### config.mk
export PLATFORM = sky130hd
export DESIGN_NAME = hb_spi_device_flat
export DESIGN_NICKNAME = d
export VERILOG_FILES = /design/src/core/hb_spi_pkg.sv /design/src/core/hb_spi_if.sv /design/src/core/pin_sync.sv /design/src/core/hb_spi_device.sv /design/src/flat_wrapper.sv
export SDC_FILE = /design/constraint.sdc
export NUM_CORES = 1
export LEC_CHECK = 0
export BUFFER_PORTS_ARGS = -buffer_cell sky130_fd_sc_hd__buf_2
export CORE_MARGIN = 2
export CORE_UTILIZATION = 62
export CTS_CLUSTER_SIZE = 24
export DETAILED_ROUTE_END_ITERATION = 8
export PLACE_DENSITY = 0.82
export SETUP_SLACK_MARGIN = 0.4
export SYNTH_ARGS = -nofsm -noshare
export SYNTH_HDL_FRONTEND = slang
export SYNTH_SLANG_ARGS = --single-unit
### constraint.sdc
create_clock -name clk -period 4.6 [get_ports clk]
set_clock_uncertainty 0.15 [all_clocks]
set_input_delay 0.69 -clock clk [delete_from_list [all_inputs] [get_ports clk]]
set_output_delay 0.69 -clock clk [all_outputs]
set_load 0.02 [all_outputs]
### src/core/hb_spi_pkg.sv
// Package: shared constants for the half-bridge serial control port
// Assumes a 250 MHz system clock on both ends
package hb_spi_pkg;
  localparam int FRAME_BITS = 16;
  localparam int CLK_PERIOD_NS = 4;
  // Command word field positions
  localparam int BIT_STATUS_RESET = 15;
  localparam int BIT_GROUP_SELECT = 14;
  localparam int BIT_UNDERLOAD = 13;
  localparam int BIT_ENABLE_HI = 12;
  localparam int BIT_ENABLE_LO = 7;
  localparam int BIT_SIDE_HI = 6;
  localparam int BIT_SIDE_LO = 1;
  localparam int BIT_OVERVOLTAGE_LOCKOUT_ENABLE = 0;
  localparam logic [15:0] CMD_RESET = 16'h0000;
  // Timing
  localparam int SELECT_IDLE_TIME_NS = 5000;
  localparam int SELECT_IDLE_CYC = (SELECT_IDLE_TIME_NS + CLK_PERIOD_NS - 1) / CLK_PERIOD_NS;
  localparam int SRR_GAP_TIME_NS = 150000;
  localparam int SRR_GAP_CYC = (SRR_GAP_TIME_NS + CLK_PERIOD_NS - 1) / CLK_PERIOD_NS;
  localparam int WAKE_TO_SERIAL_VALID_NS = 100000;
  localparam int WAKE_CYC = WAKE_TO_SERIAL_VALID_NS / CLK_PERIOD_NS;
  localparam int POR_CYC_DEFAULT = 64;
  localparam int SCLK_HALF_CYC = 16;
  // Host register map (Avalon word addresses are byte/4)
  localparam logic [3:0] REG_CTRL = 4'h0;
  localparam logic [3:0] REG_TX = 4'h1;
  localparam logic [3:0] REG_RX = 4'h2;
  localparam logic [3:0] REG_STATUS = 4'h3;
  localparam logic [3:0] REG_IRQ_STAT = 4'h4;
  localparam logic [3:0] REG_IRQ_CLR = 4'h5;
  localparam logic [3:0] REG_IRQ_EN = 4'h6;
  localparam int CTRL_GO = 0;
  localparam int CTRL_ENABLE = 1;
endpackage

### src/core/hb_spi_if.sv
// Interface: serial link between host and half-bridge port
// Resolves the tri-state serial output from its enable
`timescale 1ns/1ns
interface hb_spi_if;
  logic chip_select_n;
  logic sclk;
  logic sdi;
  logic sdo_out;
  logic sdo_oe;
  logic global_enable;
  wire sdo = sdo_oe ? sdo_out : 1'b0;
  modport device (input chip_select_n, input sclk, input sdi, input global_enable, output sdo_out, output sdo_oe);
  modport host (output chip_select_n, output sclk, output sdi, output global_enable, input sdo);
endinterface

### src/core/pin_sync.sv
// Three-stage pin synchroniser with agreement filter
// Assumes an asynchronous input and the local clk
`timescale 1ns/1ns
module pin_sync #(
  parameter logic RESET_VAL = 1'b0
) (
  // Clock and reset
  input wire logic clk,
  input wire logic reset,
  // Pin and filtered level
  input wire logic pin,
  output logic level
);
  logic s1_q, s2_q, s3_q;
  // Shift chain
  always_ff @(posedge clk) begin
    if (reset) begin
      s1_q <= RESET_VAL;
      s2_q <= RESET_VAL;
      s3_q <= RESET_VAL;
    end else begin
      s1_q <= pin;
      s2_q <= s1_q;
      s3_q <= s2_q;
    end
  end
  // Level changes only when stages two and three agree
  always_ff @(posedge clk) begin
    if (reset) begin
      level <= RESET_VAL;
    end else if (s2_q == s3_q) begin
      level <= s3_q;
    end
  end
endmodule

### src/core/hb_spi_device.sv
// Device end: serial command port of a twelve-channel half-bridge driver
// Assumes link pins from the host, sampled on clk; fault inputs are levels
// Function
// - Frames are sixteen-bit full duplex
// - Host idles select at least 5 us
// - Status-reset frames spaced 150 us apart
// - Host waits 100 us after enable
// - Enable low clears everything, drivers off
// - Enable rising runs power-on reset
// - Serial port works only when enabled
// - Thermal pseudo-bit shown until first rise
// - Host holds clock and data low first
// - Select low starts frame, output driven
// - Input shifts on rise, MSB first
// - Input recognised at falling clock edge
// - Status shifts out on rise, MSB first
// - Select high ends frame, output released
// - Good frame loads command, else discarded
// - Command register resets to zero
// - Bit 15 resets selected group faults
// - Group fields drive enables and sides
`timescale 1ns/1ns
module hb_spi_device
  import hb_spi_pkg::*;
#(
  parameter int POR_CYC = POR_CYC_DEFAULT,
  parameter int CHANNELS = 12
) (
  // Clock and reset
  input wire logic clk,
  input wire logic reset,
  // Link
  hb_spi_if.device link,
  // Fault sources: overcurrent and underload one per channel, thermal and supply shared
  input wire logic [CHANNELS-1:0] overcurrent_fault,
  input wire logic [CHANNELS-1:0] underload_fault,
  input wire logic thermal_fault,
  input wire logic supply_fault,
  // Driver controls
  output logic [CHANNELS-1:0] bridge_output_enable,
  output logic [CHANNELS-1:0] bridge_side_select,
  output logic [1:0] underload_shutdown_enable,
  output logic overvoltage_lockout_enable,
  output logic awake
);
  import hb_spi_pkg::*;
  localparam int HALF = CHANNELS / 2;

  typedef enum {SLEEP, POR, RUN} pwr_t;
  pwr_t pwr_q;
  logic en_s, cs_s, sclk_s, sdi_s;
  logic cs_prev_q, sclk_prev_q;
  logic [15:0] shift_q, cmd_q, status_q;
  logic [15:0] por_cnt_q;
  logic [5:0] edges_q;
  logic sdi_hold_q, sdo_q, sdo_oe_q, in_frame_q;
  logic [CHANNELS-1:0] oc_latch_q, ul_latch_q;
  logic tsd_latch_q;
  logic cs_fall, cs_rise, sclk_rise, sclk_fall, frame_ok, srr_now;

  ////////////////////////////////////////////////////////////////////////
  // Pin synchronisers
  pin_sync #(.RESET_VAL(1'b0)) u_en (.clk(clk), .reset(reset), .pin(link.global_enable), .level(en_s));
  pin_sync #(.RESET_VAL(1'b1)) u_cs (.clk(clk), .reset(reset), .pin(link.chip_select_n), .level(cs_s));
  pin_sync #(.RESET_VAL(1'b0)) u_ck (.clk(clk), .reset(reset), .pin(link.sclk), .level(sclk_s));
  pin_sync #(.RESET_VAL(1'b0)) u_di (.clk(clk), .reset(reset), .pin(link.sdi), .level(sdi_s));

  ////////////////////////////////////////////////////////////////////////
  // Power state: sleep, power-on reset, run
  always_ff @(posedge clk) begin
    if (reset || !en_s) begin
      pwr_q <= SLEEP;
      por_cnt_q <= 16'h0000;
    end else begin
      case (pwr_q)
        SLEEP: begin
          pwr_q <= POR;
          por_cnt_q <= 16'h0000;
        end
        POR: begin
          por_cnt_q <= por_cnt_q + 16'h0001;
          if (por_cnt_q == 16'(POR_CYC - 1)) begin
            pwr_q <= RUN;
          end
        end
        RUN: pwr_q <= RUN;
        default: pwr_q <= SLEEP;
      endcase
    end
  end
  assign awake = (pwr_q == RUN);

  // Edge detectors on filtered levels
  always_ff @(posedge clk) begin
    if (reset) begin
      cs_prev_q <= 1'b1;
      sclk_prev_q <= 1'b0;
    end else begin
      cs_prev_q <= cs_s;
      sclk_prev_q <= sclk_s;
    end
  end
  assign cs_fall = awake && cs_prev_q && !cs_s;
  assign cs_rise = in_frame_q && !cs_prev_q && cs_s;
  assign sclk_rise = in_frame_q && !cs_s && !sclk_prev_q && sclk_s;
  assign sclk_fall = in_frame_q && !cs_s && sclk_prev_q && !sclk_s;
  assign frame_ok = (edges_q >= 6'd16) && (edges_q[2:0] == 3'b000);
  assign srr_now = cs_rise && frame_ok && shift_q[BIT_STATUS_RESET];

  ////////////////////////////////////////////////////////////////////////
  // Frame receive: data recognised on fall, shifted in on rise
  always_ff @(posedge clk) begin
    if (reset || !awake) begin
      in_frame_q <= 1'b0;
      edges_q <= 6'd0;
      shift_q <= 16'h0000;
      sdi_hold_q <= 1'b0;
    end else begin
      if (cs_fall) begin
        in_frame_q <= 1'b1;
        edges_q <= 6'd0;
      end else if (cs_rise) begin
        in_frame_q <= 1'b0;
      end
      // First bit is followed while the clock idles low, then taken at each fall
      if (sclk_fall || cs_fall || (in_frame_q && edges_q == 6'd0 && !sclk_s)) begin
        sdi_hold_q <= sdi_s;
      end
      if (sclk_rise) begin
        shift_q <= {shift_q[14:0], sdi_hold_q};
        if (edges_q != 6'd63) begin
          edges_q <= edges_q + 6'd1;
        end
      end
    end
  end

  // Command register, last sixteen bits of a good frame
  always_ff @(posedge clk) begin
    if (reset || !awake) begin
      cmd_q <= CMD_RESET;
    end else if (cs_rise && frame_ok) begin
      cmd_q <= shift_q;
    end
  end

  ////////////////////////////////////////////////////////////////////////
  // Fault latches; new faults win over a status reset
  always_ff @(posedge clk) begin
    if (reset || !awake) begin
      oc_latch_q <= '0;
      ul_latch_q <= '0;
      tsd_latch_q <= 1'b0;
    end else begin
      for (int i = 0; i < CHANNELS; i++) begin
        if (srr_now && ((i >= HALF) == shift_q[BIT_GROUP_SELECT])) begin
          oc_latch_q[i] <= overcurrent_fault[i];
          ul_latch_q[i] <= underload_fault[i];
        end else begin
          oc_latch_q[i] <= oc_latch_q[i] | overcurrent_fault[i];
          ul_latch_q[i] <= ul_latch_q[i] | underload_fault[i];
        end
      end
      tsd_latch_q <= srr_now ? thermal_fault : (tsd_latch_q | thermal_fault);
    end
  end

  ////////////////////////////////////////////////////////////////////////
  // Serial output: pseudo-bit at select fall, status bits on each rise
  always_ff @(posedge clk) begin
    if (reset || !awake) begin
      sdo_q <= 1'b0;
      sdo_oe_q <= 1'b0;
      status_q <= 16'h0000;
    end else if (cs_fall) begin
      sdo_oe_q <= 1'b1;
      sdo_q <= tsd_latch_q;
      status_q <= {|oc_hi_lo(cmd_q[BIT_GROUP_SELECT], oc_latch_q), supply_fault,
                   |oc_hi_lo(cmd_q[BIT_GROUP_SELECT], ul_latch_q),
                   oc_hi_lo(cmd_q[BIT_GROUP_SELECT], bridge_output_enable),
                   oc_hi_lo(cmd_q[BIT_GROUP_SELECT], bridge_side_select), 1'b0};
    end else if (cs_rise) begin
      sdo_oe_q <= 1'b0;
    end else if (sclk_rise) begin
      sdo_q <= status_q[15];
      status_q <= {status_q[14:0], 1'b0};
    end
  end
  assign link.sdo_out = sdo_q;
  assign link.sdo_oe = sdo_oe_q;

  // Select the six-channel group named by the group bit
  function automatic logic [5:0] oc_hi_lo(input logic hi, input logic [CHANNELS-1:0] v);
    oc_hi_lo = hi ? v[CHANNELS-1 -: 6] : v[5:0];
  endfunction

  ////////////////////////////////////////////////////////////////////////
  // Driver controls per group; channels with overcurrent or thermal faults forced off
  always_ff @(posedge clk) begin
    if (reset || !awake) begin
      bridge_output_enable <= '0;
      bridge_side_select <= '0;
      underload_shutdown_enable <= 2'b00;
      overvoltage_lockout_enable <= 1'b0;
    end else begin
      if (cs_rise && frame_ok) begin
        for (int i = 0; i < HALF; i++) begin
          if (shift_q[BIT_GROUP_SELECT]) begin
            bridge_output_enable[HALF+i] <= shift_q[BIT_ENABLE_LO+i];
            bridge_side_select[HALF+i] <= shift_q[BIT_SIDE_LO+i];
          end else begin
            bridge_output_enable[i] <= shift_q[BIT_ENABLE_LO+i];
            bridge_side_select[i] <= shift_q[BIT_SIDE_LO+i];
          end
        end
        underload_shutdown_enable[shift_q[BIT_GROUP_SELECT]] <= shift_q[BIT_UNDERLOAD];
        overvoltage_lockout_enable <= shift_q[BIT_OVERVOLTAGE_LOCKOUT_ENABLE];
      end else begin
        bridge_output_enable <= bridge_output_enable & ~oc_latch_q & {CHANNELS{!tsd_latch_q}};
      end
    end
  end
endmodule

### src/flat_wrapper.sv
// flat-port wrapper written by rule: the top's interface ports become plain ports
module hb_spi_device_flat import hb_spi_pkg::*;
#(
  parameter int POR_CYC = POR_CYC_DEFAULT,
  parameter int CHANNELS = 12
)
  (clk, reset, overcurrent_fault, underload_fault, thermal_fault, supply_fault, bridge_output_enable, bridge_side_select, underload_shutdown_enable, overvoltage_lockout_enable, awake, link_chip_select_n, link_sclk, link_sdi, link_global_enable, link_sdo_out, link_sdo_oe);
  hb_spi_if link_i ();
  input wire logic clk;
  input wire logic reset;
  input wire logic [CHANNELS-1:0] overcurrent_fault;
  input wire logic [CHANNELS-1:0] underload_fault;
  input wire logic thermal_fault;
  input wire logic supply_fault;
  output logic [CHANNELS-1:0] bridge_output_enable;
  output logic [CHANNELS-1:0] bridge_side_select;
  output logic [1:0] underload_shutdown_enable;
  output logic overvoltage_lockout_enable;
  output logic awake;
  input wire logic [$bits(link_i.chip_select_n)-1:0] link_chip_select_n;
  input wire logic [$bits(link_i.sclk)-1:0] link_sclk;
  input wire logic [$bits(link_i.sdi)-1:0] link_sdi;
  input wire logic [$bits(link_i.global_enable)-1:0] link_global_enable;
  output wire logic [$bits(link_i.sdo_out)-1:0] link_sdo_out;
  output wire logic [$bits(link_i.sdo_oe)-1:0] link_sdo_oe;
  assign link_i.chip_select_n = link_chip_select_n;
  assign link_i.sclk = link_sclk;
  assign link_i.sdi = link_sdi;
  assign link_i.global_enable = link_global_enable;
  assign link_sdo_out = link_i.sdo_out;
  assign link_sdo_oe = link_i.sdo_oe;
  hb_spi_device #(.POR_CYC(POR_CYC), .CHANNELS(CHANNELS)) u_core (.clk(clk), .reset(reset), .link(link_i), .overcurrent_fault(overcurrent_fault), .underload_fault(underload_fault), .thermal_fault(thermal_fault), .supply_fault(supply_fault), .bridge_output_enable(bridge_output_enable), .bridge_side_select(bridge_side_select), .underload_shutdown_enable(underload_shutdown_enable), .overvoltage_lockout_enable(overvoltage_lockout_enable), .awake(awake));
endmodule
---- Word level (Yosys, flattened, before mapping) ----
Index checks and enable logic that the tools add are counted.
word-level totals
  flip-flop bits (word level) ............. 173
  input port bits ......................... 32
  output and inout bits ................... 30
  logic and storage cells ................. 181
operators by class
  $add $sub $neg .......................... 2
  order comparisons ....................... 3
  equality and inequality tests ........... 13
  multiplexer cells ....................... 59
  bitwise operators ....................... 29
  reduce and logical (&&, ||, !) cells .... 39
operators with widths
  cell                     count
  $pmux W32 S3             1
  $mux W16                 3
  $mux W1                  43
  $mux W6                  7
  $eq A32 B1 Y1 const B    1
  $eq A32 B2 Y1 const B    1
  $eq A32 B3 Y1 const B    1
  $logic_not A32 Y1        1
  $mux W32                 1
  $pmux W16 S2             1
  $or A1 B1 Y1             25
  $and A12 B12 Y12         2
  $logic_and A1 B1 Y1      17
  $add A16 B1 Y16 const B  1
  $eq A16 B6 Y1 const B    1
  $mux W12                 1
  $not A12 Y12             1
  $reduce_or A6 Y1         2
  $logic_not A1 Y1         7
  $add A6 B1 Y6 const B    1
  $ge A6 B5 Y1 const B     1
  $logic_not A6 Y1         1
  $ne A2 B1 Y1 const B     3
  $ne A6 B6 Y1 const B     1
  other kinds (11)         21

---- Longest topological paths before layout ----
  depth in word-level cells ............... 7
  gate-level depth with buffers ........... 8
  gate-level depth less buffers ........... 6

---- Cells and area by module ----
Synthesis repeated with hierarchy kept, for this count alone.
second synthesis, totals
  cells, all modules ...................... 617
  area, all modules ....................... 5,351.4 um2
modules (own cells, without submodules)
  module                       instances  cells each  area an instance (um2)  sequential area each (um2)
  hb_spi_device                1          577         4,898.4                 2,262.2
  pin_sync at u_core.u_ck ...  3          10          112.6                   80.1
  pin_sync at u_core.u_cs      1          10          115.1                   80.1

---- Worst setup path before layout ----
OpenSTA, ideal clock, no wires.
  path kind ............................... input-to-reg
  start ................................... input reset
  end ..................................... register u_core.bridge_output_enable[0]
  setup time .............................. 0.059 ns
  data arrival time ....................... 1.796 ns
  data required time ...................... 4.391 ns
  path slack .............................. 2.595 ns
  stages on the path ...................... 6
  path buffers ............................ 2
  path through ............................ nand2b_1 > clkbuf_1 > a311o_1 > buf_2 > o22ai_1 > a22o_1
on the way
  longest elaborated chain between the ends .. 1
ends and longest elaborated chain
  what                             RTL line              text
  from (decl)                      flat_wrapper.sv:10    input wire logic reset;
  $logic_or A1 B1 Y1               hb_spi_device.sv:200  if (reset || !awake) begin
  to (signal, indexed assignment)  hb_spi_device.sv:209  bridge_output_enable[HALF+i] <= shift_q[BIT_ENABLE_LO+i];
  to (signal, indexed assignment)  hb_spi_device.sv:212  bridge_output_enable[i] <= shift_q[BIT_ENABLE_LO+i];
  to (signal assigned)             hb_spi_device.sv:219  bridge_output_enable <= bridge_output_enable & ~oc_latch_q & {CHANNELS{!tsd_latch_q}};
  to (decl)                        hb_spi_device.sv:40   output logic [CHANNELS-1:0] bridge_output_enable,
Every way passes these cells.
A chain may end at the register's enable or synchronous reset.

---- Final worst setup path ----
  start ................................... register u_core.edges_q[0]
  end ..................................... register u_core.bridge_output_enable[6]
on the way
  longest elaborated chain between the ends .. 4
  elaborated cells between the ends (all ways) .. 6
  classes of those cells .................. 1 x order compare; 1 x eq/ne; 1 x mux; 3 x reduce/logical
ends and longest elaborated chain
  what                                                              RTL line              text
  from (decl)                                                       hb_spi_device.sv:55   logic [5:0] edges_q;
  from (signal assigned)                                            hb_spi_device.sv:132  edges_q <= edges_q + 6'd1;
  $ge A6 B5 Y1 / $logic_not A3 Y1 (equally long branches)           hb_spi_device.sv:107  assign frame_ok = (edges_q >= 6'd16) && (edges_q[2:0] == 3'b000);
  $logic_and A1 B1 Y1 (*)                                           hb_spi_device.sv:107
  $logic_and A1 B1 Y1 (*)                                           hb_spi_device.sv:206  if (cs_rise && frame_ok) begin
  $ne A2 B1 Y1 (no source line) / $mux W12 (equally long branches)  n/a
Mark *: on every way between the ends. The rest lies on a longest branch, timed or not.

==> flow_summary_export.csv <==
group,metric,value,unit
outcome,run_status,"finished clean",
layout,diodes,0,
layout,multi_input_area,2479,sq um
clock_network,cts_setup_buffers,0,
global_route,grt-ovfl-total,0,
global_route,grt_max_degree,42,
global_route,grt-busiest-layer,"met2",
timing,period_needed,2.626,ns
job,drv_cap,0,
critical_path,crit_path_end_kind,"register",
timing,drv_slew,0,
floorplan,start_util,0.6458,
timing,rsz0062_at_grt,"false",
timing,setup_tns,0,ns
routing,finalWirelength,12.49,mm
placement,numPortBuffers,61,
routing,drc_errors,0,
clock_network,clk_pin_slew,0.06,ns
hold_path,hold_depth,2,
timing,clock.fmax,380.8,MHz
global_route,grt_use_met2,0.4311,
layout,final_nets,695,
global_route,antenna_found_initial,0,
timing,hold_viol_final,0,
routing,antenna_left,0,
critical_path,worstPathArrival,2.94,ns
clock_network,htreeDepth,4,
clock_network,cts_root_buf,"clkbuf_8",
power_and_ir_drop,power_frac_clock,0.513,
placement,dp_slack,1.703,ns
yosys,synthFlopType,"dfxtp_1",
critical_path,ff2ff_path_depth,6,
power_and_ir_drop,vdd_drop_max,304.4,uV
layout,seq_area,2582,sq um
placement,place.gp.congestion,0.8549,
critical_path,cp_cell_sequence,"inv_1 > ha_1 > and3b_1 > nand4_1 > nor2_1 > a22o_1",
critical_path,max_stage_delay,0.67,ns
floorplan,rows,33,
global_route,grt_use_total,0.2734,
yosys,yosysWarnings,0,
power_and_ir_drop,swShare,0.2161,
clock_network,cts.repair.resized,0,
global_route,grt_use_met3,0.07153,
routing,dr_total_vias,4689,
routing,dr.pass1.iters,6,
floorplan,ioPinCount,62,
layout,drive_gt1_frac,0.1734,
floorplan,die_area,9359,sq um
yosys,ys_seq_area_frac,0.4843,
yosys,postSynthCellCount,612,
critical_path,crit_required,4.91,ns
timing,fin_ws,1.974,ns
timing,relSlewSlack,0.2171,
yosys,postSynthNetCount,650,
hold_path,min_path_type,"in -> reg",
power_and_ir_drop,finalPower,2360,uW
clock_network,cts_num_sinks,129,
layout,area_growth,15.86,%
yosys,synth_async_sr_flop_share,0,
power_and_ir_drop,p_comb_frac,0.011,
routing,drtIter0Drc,289,
placement,dpl.hpwl,7.903,mm
critical_path,path_class,"reg -> reg",
power_and_ir_drop,leakage,0.002280,uW
yosys,avgSynthCellArea,8.713,sq um
clock_network,clk_path_buf_depth,2,
global_route,grt_pass1_wl,21.16,mm
yosys,syn_area,5333,sq um
power_and_ir_drop,internal-power,1850,uW
layout,fill_cells,601,
critical_path,critPathLaunchType,"register",
routing,wire_per_inst,16.13,microns
clock_network,numCtsBuffers,17,
timing,setup_viol,0,
yosys,synth_edf_count,0,
clock_network,holdBufCountCts,0,
clock_network,cts_tree,"yes",
timing,tightest_slew,1.166,ns
critical_path,crit_path_max_fanout,14,
yosys,ys_ff_latch,129,
critical_path,cp_slowest_cell,"nor2_1",
floorplan,core_area,8258,sq um
clock_network,clkLatencyLatePin,0.52,ns
yosys,synth_cell_types,57,
power_and_ir_drop,power_density,382.0,nW/um^2
floorplan,die_width,96.74,microns
power_and_ir_drop,power_switching,510.1,uW
global_route,grt_pass1_vias,4380,
timing,layout_worst_path_cycle_share,0.5709,
power_and_ir_drop,power_frac_seq,0.476,
global_route,grtUsageMet1,0.3624,
routing,routed_via_density,6.058,
floorplan,die_h,96.74,microns
Yosys cell counts (2+ instances only):
cell type,number,share of area
a211oi_1,11,0.015
and4_1,2,0.0033
o41ai_1,3,0.0049
nor3b_1,2,0.0028
or4_4,2,0.0042
nor2b_1,25,0.029
o22ai_2,2,0.0047
clkbuf_1,26,0.018
o21a_1,5,0.0070
a22o_1,12,0.020
nand2b_1,5,0.0059
mux2i_1,8,0.015
ha_1,6,0.014
inv_1,29,0.020
nor3_1,4,0.0038
nand3_1,11,0.010
xnor2_1,4,0.0066
or4_1,4,0.0056
mux2_2,2,0.0042
nor2_1,26,0.018
or2_2,7,0.0082
o211ai_1,5,0.0070
a31oi_1,30,0.035
xor2_1,2,0.0033
o21ai_0,30,0.028
buf_2,9,0.0084
nand4_1,6,0.0070
nor4_1,4,0.0047
and3_1,2,0.0023
dfxtp_1,129,0.48
buf_1,3,0.0021
nand2_1,107,0.075
a21oi_1,44,0.041
a311oi_1,13,0.021
o22ai_1,10,0.012
sequential cells by signal (all words and copies together) (netlist names), 2 cells and up:
register and flops:
u_core.bridge_side_select 12, u_core.bridge_output_enable 12, u_core.status_q 15, u_core.edges_q 6, u_core.underload_shutdown_enable 2, u_core.shift_q 16
u_core.ul_latch_q 12, u_core.oc_latch_q 12, u_core.pwr_q 2, u_core.por_cnt_q 16, u_core.cmd_q 2
cell families (layout without fill, tap and decap cells):
kind of cell	Yosys count	after routing	share of synthesized area
AOI/OAI and AO/OA	170	170	0.2074
DFF	129	129	0.4843
buffers and inverters	69	126	0.05420
adders and majority gates	6	6	0.01408
muxes	10	10	0.01924
and+or+nand+nor	222	222	0.2109
xor gates and xnor gates	6	6	0.009854
metrics by stage:
step                      area [sq um]  utilization  instances  hold WS [ns]
final                             6178       0.7482        774        0.2079
after global routing              6178       0.7482        774        0.1939
after CTS                         6178       0.7482        774        0.1975
after detailed placement          5644       0.6835        743        0.2460
after global placement            5644       0.6835        743        0.2461
after floorplan                   5333            -        612        0.2395
placed cells by master (no fill, tap or decap), types with 3 or more instances in the layout:
cell / instances
dfxtp_1: 129
a211oi_1: 11
a22o_1: 12
ha_1: 6
clkinv_2: 3
o22ai_1: 10
buf_2: 61
nand3_1: 11
clkinv_4: 5
a31oi_1: 30
or4_1: 4
inv_1: 29
o21a_1: 5
clkbuf_16: 16
nor4_1: 4
xnor2_1: 4
nand4_1: 6
o211ai_1: 5
a311oi_1: 13
nor2_1: 26
nor3_1: 4
mux2i_1: 8
a21oi_1: 44
nor2b_1: 25
buf_4: 5
or2_2: 7
nand2_1: 107
o41ai_1: 3
nand2b_1: 4
o21ai_0: 30
cell type report:
| cell class | instances | share of cell area |
|---|---|---|
| inverters | 29 | 0.01762 |
| clock inverters | 12 | 0.01823 |
| multi-input cells | 414 | 0.4012 |
| well taps | 105 | 0.02126 |
| flip-flops and latches | 129 | 0.4180 |
| clock buffers | 19 | 0.06825 |
| repair buffers | 66 | 0.05549 |
power by group through the flow:
stage | clock network (uW) | registers [uW] | logic [uW]
2_1_floorplan | 0 | 1150 | 9.99
3_3_place_gp | 0 | 1150 | 25.2
3_5_place_dp | 0 | 1150 | 26.5
4_1_cts | 1220 | 1120 | 26.7
5_1_grt | 1270 | 1120 | 30.2
6_report | 1210 | 1120 | 26.6
path summary, 6_finish.rpt:
path | slack, ns | end | start
max reg2reg | 1.97 | u_core.bridge_output_enable[6] | u_core.edges_q[0]
min reg2reg | 0.26 | u_core.u_cs.s2_q | u_core.u_cs.s1_q
min | 0.21 | u_core.u_cs.s1_q | link_chip_select_n
max | 1.97 | u_core.bridge_output_enable[6] | u_core.edges_q[0]
worst max-delay path, delay by kind of cell, from the launching register on:
family          cells  cell delay (ns)
compound gates      1             0.24
buf+inv             1             0.07
simple gates        3             1.54
flops               1             0.35
fa+ha+maj           1             0.21
layer usage:
metal	vias up	wire (microns)
li1	2257	-
met1	2221	5428
met2	186	5972
met3	25	888
met4	0	199
met5	-	0
No activity file was read; power rests on OpenSTA's default activity.
